--- src/key_msg_cfg.svh ---
// Constants for the remote key message handshake.
`ifndef KEY_MSG_CFG_SVH
`define KEY_MSG_CFG_SVH
`define KEY_ERR_INEFFECTIVE 8'h01
`define KEY_ERR_BUSY 8'h02
`define KEY_ERR_NONE 8'h00
`define KEY_PRESS_BIT 7
`define KEY_ID_MAX 7'h7f
`define KEY_ID_VENDOR 7'h7e
`define KEY_TIMEOUT_CYCLES 1000
`endif

--- src/key_msg_pkg.sv ---
// Types shared by both ends of the key message handshake.
`default_nettype none
package key_msg_pkg;
    typedef enum logic [1:0] {
        MSG_KEY_REQ = 2'h0,
        MSG_KEY_ACK = 2'h1,
        MSG_KEY_ERR = 2'h2
    } msg_kind_e;
    typedef enum logic [1:0] {
        KEY_DEFINED = 2'h0,
        KEY_RESERVED = 2'h1,
        KEY_VENDOR = 2'h2
    } key_class_e;

    // Classifies a seven-bit key identifier.
    function automatic key_class_e classify_key(input logic [6:0] id);
        key_class_e c;
        c = KEY_DEFINED;
        if (id == 7'h7e) begin
            c = KEY_VENDOR;
        end else if ((id >= 7'h0e && id <= 7'h1f) || (id >= 7'h2d && id <= 7'h2f) ||
                     (id >= 7'h39 && id <= 7'h40) || (id >= 7'h4d && id <= 7'h4f) ||
                     (id >= 7'h52 && id <= 7'h5f) || (id >= 7'h69 && id <= 7'h70) ||
                     (id >= 7'h76 && id <= 7'h7d) || id == 7'h7f) begin
            c = KEY_RESERVED;
        end
        return c;
    endfunction : classify_key
endpackage : key_msg_pkg
`default_nettype wire

--- src/key_msg_if.sv ---
// Sideband message channel between initiator and follower.
`default_nettype none
interface key_msg_if;
    import key_msg_pkg::*;
    logic req_valid;
    logic [7:0] req_code;
    logic rsp_valid;
    msg_kind_e rsp_kind;
    logic [7:0] rsp_data;
    modport initiator(output req_valid, output req_code, input rsp_valid, input rsp_kind, input rsp_data);
    modport follower(input req_valid, input req_code, output rsp_valid, output rsp_kind, output rsp_data);
endinterface : key_msg_if
`default_nettype wire

--- src/key_initiator.sv ---
// Initiator end: sends one key request and tracks its answer or timeout.
`include "key_msg_cfg.svh"
`default_nettype none
module key_initiator
    import key_msg_pkg::*;
#(
    parameter int TIMEOUT_CYCLES = `KEY_TIMEOUT_CYCLES
) (
    input wire logic clk,
    input wire logic reset,
    key_msg_if.initiator link,
    input wire logic send,
    input wire logic [6:0] send_id,
    input wire logic send_released,
    output logic ready,
    output logic done,
    output logic failed,
    output logic [7:0] err_status,
    output logic [7:0] echo_code
);
    typedef enum logic [2:0] {
        I_IDLE = 3'b001,
        I_WAIT = 3'b010,
        I_WAIT_ACK = 3'b100
    } istate_e;

    istate_e st_q, st_d;
    logic [31:0] cnt_q, cnt_d;
    logic req_valid_q, req_valid_d;
    logic [7:0] req_code_q, req_code_d;
    logic done_q, done_d, failed_q, failed_d;
    logic [7:0] err_q, err_d, echo_q, echo_d;
    logic ready_q, ready_d;

    ////////////////////////////////////////////////////////////////////////////
    always_comb begin
        st_d = st_q;
        cnt_d = cnt_q + 32'd1;
        req_valid_d = 1'b0;
        req_code_d = req_code_q;
        done_d = 1'b0;
        failed_d = 1'b0;
        err_d = err_q;
        echo_d = echo_q;
        case (st_q)
            I_IDLE: begin
                if (send) begin
                    req_valid_d = 1'b1;
                    req_code_d = {send_released, send_id};
                    err_d = 8'h00;
                    cnt_d = 32'd0;
                    st_d = I_WAIT;
                end
            end
            I_WAIT, I_WAIT_ACK: begin
                if (link.rsp_valid && link.rsp_kind == MSG_KEY_ACK) begin
                    echo_d = link.rsp_data;
                    done_d = (st_q == I_WAIT);
                    failed_d = (st_q == I_WAIT_ACK);
                    st_d = I_IDLE;
                end else if (link.rsp_valid && link.rsp_kind == MSG_KEY_ERR && st_q == I_WAIT) begin
                    err_d = link.rsp_data;
                    cnt_d = 32'd0;
                    st_d = I_WAIT_ACK;
                end else if (cnt_q >= 32'(TIMEOUT_CYCLES)) begin
                    failed_d = 1'b1;
                    st_d = I_IDLE;
                end
            end
            default: st_d = I_IDLE;
        endcase
        // Ready is registered from the next state so that it comes straight from a flip-flop.
        ready_d = (st_d == I_IDLE);
    end

    always_ff @(posedge clk) begin
        if (reset) begin
            st_q <= I_IDLE;
            cnt_q <= 32'd0;
            req_valid_q <= 1'b0;
            req_code_q <= 8'h00;
            done_q <= 1'b0;
            failed_q <= 1'b0;
            err_q <= 8'h00;
            echo_q <= 8'h00;
            ready_q <= 1'b0;
        end else begin
            st_q <= st_d;
            cnt_q <= cnt_d;
            req_valid_q <= req_valid_d;
            req_code_q <= req_code_d;
            done_q <= done_d;
            failed_q <= failed_d;
            err_q <= err_d;
            echo_q <= echo_d;
            ready_q <= ready_d;
        end
    end

    assign link.req_valid = req_valid_q;
    assign link.req_code = req_code_q;
    assign ready = ready_q;
    assign done = done_q;
    assign failed = failed_q;
    assign err_status = err_q;
    assign echo_code = echo_q;
endmodule : key_initiator
`default_nettype wire

--- src/flat_wrapper.sv ---
// flat-port wrapper written by rule: the top's interface ports become plain ports
module key_initiator_flat import key_msg_pkg::*;
#(
    parameter int TIMEOUT_CYCLES = `KEY_TIMEOUT_CYCLES
)
  (clk, reset, send, send_id, send_released, ready, done, failed, err_status, echo_code, link_req_valid, link_req_code, link_rsp_valid, link_rsp_kind, link_rsp_data);
  key_msg_if link_i ();
  input wire logic clk;
  input wire logic reset;
  input wire logic send;
  input wire logic [6:0] send_id;
  input wire logic send_released;
  output logic ready;
  output logic done;
  output logic failed;
  output logic [7:0] err_status;
  output logic [7:0] echo_code;
  output wire logic [$bits(link_i.req_valid)-1:0] link_req_valid;
  output wire logic [$bits(link_i.req_code)-1:0] link_req_code;
  input wire logic [$bits(link_i.rsp_valid)-1:0] link_rsp_valid;
  input wire logic [$bits(link_i.rsp_kind)-1:0] link_rsp_kind;
  input wire logic [$bits(link_i.rsp_data)-1:0] link_rsp_data;
  assign link_req_valid = link_i.req_valid;
  assign link_req_code = link_i.req_code;
  assign link_i.rsp_valid = link_rsp_valid;
  assign link_i.rsp_kind = link_rsp_kind;
  assign link_i.rsp_data = link_rsp_data;
  key_initiator #(.TIMEOUT_CYCLES(TIMEOUT_CYCLES)) u_core (.clk(clk), .reset(reset), .link(link_i), .send(send), .send_id(send_id), .send_released(send_released), .ready(ready), .done(done), .failed(failed), .err_status(err_status), .echo_code(echo_code));
endmodule
--- config.mk ---
export PLATFORM = sky130hd
export DESIGN_NAME = key_initiator_flat
export DESIGN_NICKNAME = d
export VERILOG_FILES = /design/src/key_msg_pkg.sv /design/src/key_msg_if.sv /design/src/key_initiator.sv /design/src/flat_wrapper.sv
export VERILOG_INCLUDE_DIRS = /design/src
export SDC_FILE = /design/constraint.sdc
export NUM_CORES = 1
export LEC_CHECK = 0
export ABC_AREA = 1
export BUFFER_PORTS_ARGS = -buffer_cell sky130_fd_sc_hd__buf_2
export CAP_MARGIN = 10
export CORE_UTILIZATION = 35
export CTS_CLUSTER_SIZE = 10
export DETAILED_ROUTE_END_ITERATION = 8
export PLACE_DENSITY_LB_ADDON = 0.25
export SETUP_SLACK_MARGIN = 0.2
export SYNTH_ARGS = -nofsm -noshare
export SYNTH_HDL_FRONTEND = slang
export SYNTH_SLANG_ARGS = --single-unit
export TNS_END_PERCENT = 30
--- constraint.sdc ---
create_clock -name clk -period 3.6 [get_ports clk]
set_clock_uncertainty 0.05 [all_clocks]
set_input_delay 1.08 -clock clk [delete_from_list [all_inputs] [get_ports clk]]
set_output_delay 1.08 -clock clk [all_outputs]
set_load 0.005 [all_outputs]
==> results by group, run 1 <==
Finish
  – Most common cell after layout, fill and taps aside: nand2_1
  – Layout cell share with drive strength beyond 1: 21.6%
  – Multi-input logic area: 1600 sq um
  – # diodes: 0
  – Area Overhead vs Synth: 18.6%
  – Fin nets: 514
  – Post-route core utilization: 43.4%
  – FF+latch area: 1260 sq um
  – Filler cells: 885
  – Fin cells: 600
  – Commonest non-fill, non-tap cells in the layout: 105 x nand2_1, 96 x nor2_1, 63 x dfxtp_1

Pwr
  – Int Pwr: 1.16 mW
  – Seq pwr share: 47.3%
  – Pwr dens: 428 nW/um^2
  – Total power: 1.55 mW
  – Leak pwr: 1.56 nW
  – Peak VDD IR: 358 uV
  – Sw frac: 25.2%
  – Clock network fraction of total power: 46.0%
  – Switching power: 0.391 mW
  – Comb power frac: 6.7%

Logic synthesis
  – Cells after Synth: 436
  – Mean post-synth cell area: 7.01 sq um
  – EDFF count, synth: 0
  – Syn Nets: 460
  – Register area share after synthesis: 41.3%
  – Ys flop type: dfxtp_1
  – Post-synth ARST share: 0%
  – Yosys cell types: 33
  – Synth Register Bits: 63
  – Post-Syn Area: 3060 sq um
  – Syn. warnings: 0

Worst setup path
  – Worst setup path class: input port to register
  – Critical path arrival: 2.24 ns
  – Worst setup SP type: input port
  – Crit. End Element: register
  – Critical path startpoint: link_rsp_kind[0]
  – Crit Path Max Fanout: 33
  – RR Startpoint: u_core.st_q[2]$_SDFF_PP0_
  – Data required time at the worst endpoint: 3.78 ns

Clock network
  – Cts hold-fix bufs: 0
  – Inserted Clock Buffers: 9
  – Post-CTS resize count: 0
  – Clock root buffer: clkbuf_8
  – # Post-CTS Setup Buffers: 0
  – Worst-skew pair later-pin latency: 0.35 ns
  – H-tree depth: 3
  – Clock sink count: 63
  – CTS tree: yes
  – Max clock buf depth: 2
  – Clock transition at the registers of the reported paths: 0.08 ns

Detailed routing
  – DRC Markers: 0
  – Initial DRC Count: 196
  – Via count: 2827
  – First drt pass iteration count: 5
  – Final wirelength: 7.32 mm
  – Via density per instance: 4.71
  – DR WL/cell: 12.2 microns
  – Post-route antenna net violation count: 0

Floorplan
  – Ports: 50
  – Row count: 33
  – Initial Utilization: 36.6%
  – Core area: 8340 sq um
  – Chip Width: 95.4 microns
  – Die area: 9110 sq um
  – Die H: 95.4 microns

Global routing
  – Largest net degree at the start of global routing: 34
  – First-pass GRT wire length: 11.9 mm
  – Vias in the first global route: 2549
  – Initial antenna violation count: 0
  – Total GRT Usage: 17.0%
  – Total global routing overflow: 0

Worst hold path
  – Tightest Hold Check Type: register to register
  – Worst hold start: u_core.echo_code[5]$_SDFFE_PP0P_

STA
  – Hold Vio Cnt, Final: 0
  – Max-slew headroom: 68.1%
  – Max frequency: 486 MHz
  – Final setup violation count: 0
  – Crit path time final: 2.06 ns
  – Fin Setup TNS: 0 ns
  – Slew @ Worst Pin: 0.477 ns
  – Period utilization: 57.2%
  – RSZ-0062 raised after global routing: no
  – Slew Viols, Final: 0

Placed design
  – Buffers on Ports: 49
  – DP HPWL: 5.54 mm
  – DP Cell Count: 584
  – GPL Wtd Cong: 0.881

Flow run
  – Max-Cap Viols: 0

Outcome
  – Run status: finished clean
-- cell families after synthesis --
| group | count (synthesis) | share of synthesized area (%) |
|---|---|---|
| DFF | 63 | 41.3 |
| and+or+nand+nor | 274 | 41.7 |
| AOI/OAI and AO/OA | 35 | 5.98 |
| adders and majority gates | 2 | 0.819 |
| xor gates and xnor gates | 13 | 3.73 |
| buffers and inverters | 49 | 6.51 |
-- state kept, by name, summed over array words and instances (netlist names) --
register	cells
u_core.cnt_q	32
u_core.done	1
u_core.echo_code	8
u_core.err_status	8
u_core.failed	1
u_core.link.req_code	8
u_core.link.req_valid	1
u_core.ready	1
u_core.st_q	3
-- cells in the mapped netlist (3+ instances only) --
cell	number	area [sq um]
a21oi_1	22	110
clkbuf_1	3	11.3
dfxtp_1	63	1260
inv_1	33	124
inv_2	9	33.8
nand2_1	105	394
nand2_2	7	43.8
nand3_1	16	80.1
nand3_2	4	40.0
nand4_1	9	56.3
nor2_1	96	360
nor2_2	8	50.1
nor2_4	3	33.8
nor3_1	13	65.1
o21ai_0	12	60.1
xor2_1	11	96.3
-- worst max-delay path, cell delays in order --
cell     delay, ns
buf_2         0.10
inv_1         0.04
nand3_1       0.07
nor2_2        0.16
inv_2         0.05
nand2_1       0.09
nand2_2       0.09
nand2_4       0.32
inv_4         0.10
nand2_1       0.08
nor2_1        0.04
-- power groups by stage --
stage          clock network [mW]  registers (mW)  logic [mW]
4_1_cts                     0.729           0.733       0.107
5_1_grt                     0.759           0.736       0.121
2_1_floorplan                   0           0.751      0.0617
3_5_place_dp                    0           0.749       0.106
3_3_place_gp                    0           0.748       0.105
6_report                    0.712           0.733       0.104
-- final timing paths --
check | endpoint | slack [ns] | depth (start not counted)
min | u_core.echo_code[5]$_SDFFE_PP0P_ | 0.41 | 2
max reg2reg | u_core.cnt_q[28]$_SDFF_PP0_ | 1.81 | 8
min reg2reg | u_core.echo_code[5]$_SDFFE_PP0P_ | 0.41 | 2
max | u_core.cnt_q[28]$_SDFF_PP0_ | 1.54 | 11
-- metal layers --
metal  GRT usage [%]  wire [microns]
met1            23.4            3520
met2            26.0            3360
met3            3.99             322
met4            6.22             119
met5               0               0
-- area by class of cell --
type	instances	area share, %
Clock buffer	9	3.42
Clock inverter	7	2.83
Inverter	43	4.52
Multi-Input combinational cell	324	44.0
Sequential cell	63	34.8
Tap cell	105	3.63
Timing Repair Buffer	49	6.77
-- per-stage QoR --
| step | hold slack, ns | cell area, sq um | setup WS (ns) |
|---|---|---|---|
| 2_1_floorplan | 0.390 | 3060 | 1.58 |
| 3_3_place_gp | 0.403 | 3400 | 1.20 |
| 3_5_place_dp | 0.406 | 3400 | 1.17 |
| 4_1_cts | 0.418 | 3620 | 1.54 |
| 5_1_grt | 0.447 | 3620 | 1.33 |
| 6_report | 0.414 | 3620 | 1.54 |
Note: power is estimated with default switching activity, not from simulation.
==> run 2, diff against run 1 <==
Settings changed: ABC_AREA 1 to 0.
Clock period 3.6 ns to 2 ns, I/O delays scaled along.
==> results by group, run 2 <==
STA
  – Hold_ws: 0.404 ns (-0.00914 ns)
  – Slew Viols, Final: 0 (unchanged)
  – Fin Setup TNS: -0.119 ns (-0.119 ns)
  – RSZ-0062 raised after global routing: yes
  – Crit path time final: 2.04 ns
  – Period utilization: 102%
  – Max frequency: 490 MHz
  – Max-slew headroom: 75.4% (+7.3 points)
  – Final worst slack: -0.0417 ns (-1.58 ns)
  – Hold Vio Cnt, Final: 0 (unchanged)
  – Slew @ Worst Pin: 0.360 ns (-0.118 ns)
  – Final setup violation count: 3 (+3)

Detailed routing
  – Final wirelength: 6.46 mm (-12%)
  – Post-route antenna net violation count: 0 (unchanged)
  – Via density per instance: 5.06 (+7.4%)
  – DRC Markers: 0 (unchanged)
  – DR WL/cell: 12.8 microns (+4.8%)
  – Via count: 2555 (-9.6%)
  – Initial DRC Count: 112 (-43%)
  – First drt pass iteration count: 4 (-1)

Finish
  – Number of flip-flops in the largest register: 32 (unchanged)
  – Layout cell share with drive strength beyond 1: 35.2% (+14 points)
  – Fin nets: 425 (-17%)
  – Most common cell after layout, fill and taps aside: dfxtp_1
  – Filler cells: 730 (-18%)
  – Area Overhead vs Synth: 34.5%
  – Reg with most FFs: u_core.cnt_q
  – Commonest non-fill, non-tap cells in the layout: 54 x dfxtp_1, 49 x buf_2, 38 x nand2_1
  – # diodes: 0 (unchanged)
  – Fin cells: 505 (-16%)
  – Post-route core utilization: 49.5% (+6.1 points)

Logic synthesis
  – Most frequent cell after synthesis: dfxtp_1
  – Synth Register Bits: 63 (unchanged)
  – Syn. warnings: 0 (unchanged)
  – Cells after Synth: 322 (-26%)
  – Synth cell count leaders: 63 x dfxtp_1, 38 x nand2_1, 37 x a21oi_1
  – Register area share after synthesis: 46.2% (+5.0 points)
  – EDFF count, synth: 0 (unchanged)
  – Largest cells by area after synthesis: dfxtp_1 46%, a21oi_1 6.8%, nand2_1 5.2%, nor2_1 4.3%, or4_1 3.6%
  – Syn Nets: 346 (-25%)
  – Ys flop type: dfxtp_1
  – Share of the synthesized area in the top cell type: 46.2% (+5.0 points)
  – Post-synth ARST share: 0% (unchanged)
  – Mean post-synth cell area: 8.47 sq um (+21%)
  – Yosys cell types: 39 (+18%)
  – Post-synth top area cell: dfxtp_1
  – Post-Syn Area: 2730 sq um (-11%)

Clock network
  – Clock sink count: 63 (unchanged)
  – Cts hold-fix bufs: 0 (unchanged)
  – CTS tree: yes
  – H-tree depth: 3 (unchanged)
  – Clock root buffer: clkbuf_8
  – Worst-skew pair later-pin latency: 0.35 ns (about the same)
  – Clock transition at the registers of the reported paths: 0.07 ns (about the same)
  – Inserted Clock Buffers: 9 (unchanged)
  – Max clock buf depth: 2 (unchanged)

Placed design
  – DP HPWL: 4.30 mm (-22%)
  – GPL Wtd Cong: 0.745 (-15%)
  – DP Cell Count: 483 (-17%)
  – Buffers on Ports: 49 (unchanged)

Floorplan
  – Row count: 31 (-6.1%)
  – Die H: 90.3 microns (-5.4%)
  – Core area: 7410 sq um (-11%)
  – Die area: 8150 sq um (-11%)
  – Chip Width: 90.3 microns (-5.4%)
  – Ports: 50 (unchanged)
  – Initial Utilization: 36.8% (+0.18 points)

Pwr
  – Total power: 2.53 mW (+63%)
  – Peak VDD IR: 419 uV (+17%)
  – Pwr dens: 690 nW/um^2 (+61%)
  – Leak pwr: 1.39 nW (-11%)

Worst setup path
  – Path depth of the worst reg2reg path: 6 (-2)
  – Data required time at the worst endpoint: 2.23 ns (-1.55 ns)
  – FF-to-FF setup slack: -0.04 ns (-1.85 ns)
  – RR Startpoint: u_core.cnt_q[1]$_SDFF_PP0_
  – Critical path arrival: 2.28 ns (+0.04 ns)
  – Crit Path Max Fanout: 15 (-55%)
  – RR Endpoint: u_core.cnt_q[30]$_SDFF_PP0_
  – Worst setup path class: register to register
  – Crit. End Element: register
  – Worst setup SP type: register

Global routing
  – First-pass GRT wire length: 10.9 mm (-8.5%)
  – GRT busiest layer: met2
  – Total GRT Usage: 16.4% (-0.66 points)
  – Vias in the first global route: 2400 (-5.8%)
  – Largest net degree at the start of global routing: 25 (-26%)
  – Total global routing overflow: 0 (unchanged)
  – GR Util met3: 3.87% (-0.12 points)
  – Met1 GRT Util: 21.1% (-2.3 points)
  – Met2 Resource Use GR: 25.1% (-0.83 points)
  – Initial antenna violation count: 0 (unchanged)

Flow run
  – Max-Cap Viols: 0 (unchanged)

Worst hold path
  – Min-Delay Path Depth: 2 (unchanged)
  – Worst hold start: u_core.link.req_code[0]$_SDFFE_PP0P_
  – Hold endpoint: u_core.link.req_code[0]$_SDFFE_PP0P_
  – Tightest Hold Check Type: register to register

Outcome
  – Run status: finished with violations
  – Failing checks: setup timing
## run 2: changes by cell type in the layout (fill, tap and decap cells not counted), moves of 9 or more
cell | previous run | this run
nand2_1 | 105 | 38
nor2_1 | 96 | 31
buf_4 | 0 | 29
inv_1 | 33 | 10
a21oi_2 | 0 | 15
dfxtp_1 | 63 | 54
inv_2 | 9 | 0
o31ai_1 | 0 | 9
or3_1 | 0 | 9
## run 2: worst max path at each step
stage                                  end  slack (ns)                  startpoint
2_1_floorplan  u_core.cnt_q[28]$_SDFF_PP0_        0.02  u_core.cnt_q[1]$_SDFF_PP0_
3_3_place_gp   u_core.cnt_q[28]$_SDFF_PP0_       -0.02  u_core.cnt_q[1]$_SDFF_PP0_
3_5_place_dp   u_core.cnt_q[30]$_SDFF_PP0_       -0.05  u_core.cnt_q[1]$_SDFF_PP0_
4_1_cts        u_core.cnt_q[30]$_SDFF_PP0_       -0.04  u_core.cnt_q[1]$_SDFF_PP0_
5_1_grt        u_core.cnt_q[30]$_SDFF_PP0_        -0.1  u_core.cnt_q[1]$_SDFF_PP0_
6_report       u_core.cnt_q[30]$_SDFF_PP0_       -0.04  u_core.cnt_q[1]$_SDFF_PP0_
## run 2: final cells by class
cell class	instances	area, sq um	area share, %
sequential	63	1280	34.8
clock buffer	9	124	3.38
multi-input combinational	232	1500	40.8
inverter	10	37.5	1.02
timing repair buffer	85	559	15.2
tap	99	124	3.38
clock inverter	7	48.8	1.33
## run 2: cells by family (layout without fill, tap and decap cells)
kind of cell / count (synthesis) / in the layout / synth area share (%)
AO/OA/AOI/OAI: 68 / 68 / 14.9
buffers and inverters: 27 / 111 / 3.90
multiplexers: 8 / 8 / 2.94
flip-flops: 63 / 63 / 46.2
AND/OR/NAND/NOR: 143 / 143 / 27.6
XOR/XNOR: 11 / 11 / 3.53
adder cells (fa/ha/maj): 2 / 2 / 0.917
## run 2: metal layers
metal	wire length [microns]	part of all wire [%]	vias to the layer above
met2	2950	46	44
li1	-	-	1315
met4	117	1.8	0
met3	215	3.3	10
met5	0	0	-
met1	3180	49	1186
## run 2: critical path, stage by stage (launching register included)
cell	delay (ns)
dfxtp_4	0.37
ha_4	0.13
and4_4	0.21
or4b_4	0.45
buf_6	0.16
or4_4	0.48
a21oi_2	0.11
## run 2: report_power, final
group,leakage (nW),switching (mW),internal [mW]
sequential,0.516,0.0244,1.29
clock,0.0894,0.542,0.451
combinational,0.783,0.120,0.104
## run 2: through the flow
stage          area [sq um]  setup slack, ns
2_1_floorplan          2830           0.0170
3_3_place_gp           3340          -0.0215
3_5_place_dp           3340          -0.0503
4_1_cts                3590          -0.0357
5_1_grt                3670          -0.0968
6_report               3670          -0.0417
## run 2: repair_timing
action | 4_1_cts | 5_1_grt
endpoints found under the setup margin | 17 | 18
pin swaps | 20 | 16
resized for setup | 14 | 17
gates cloned | 1 | 0
buffers inserted | 4 | 1
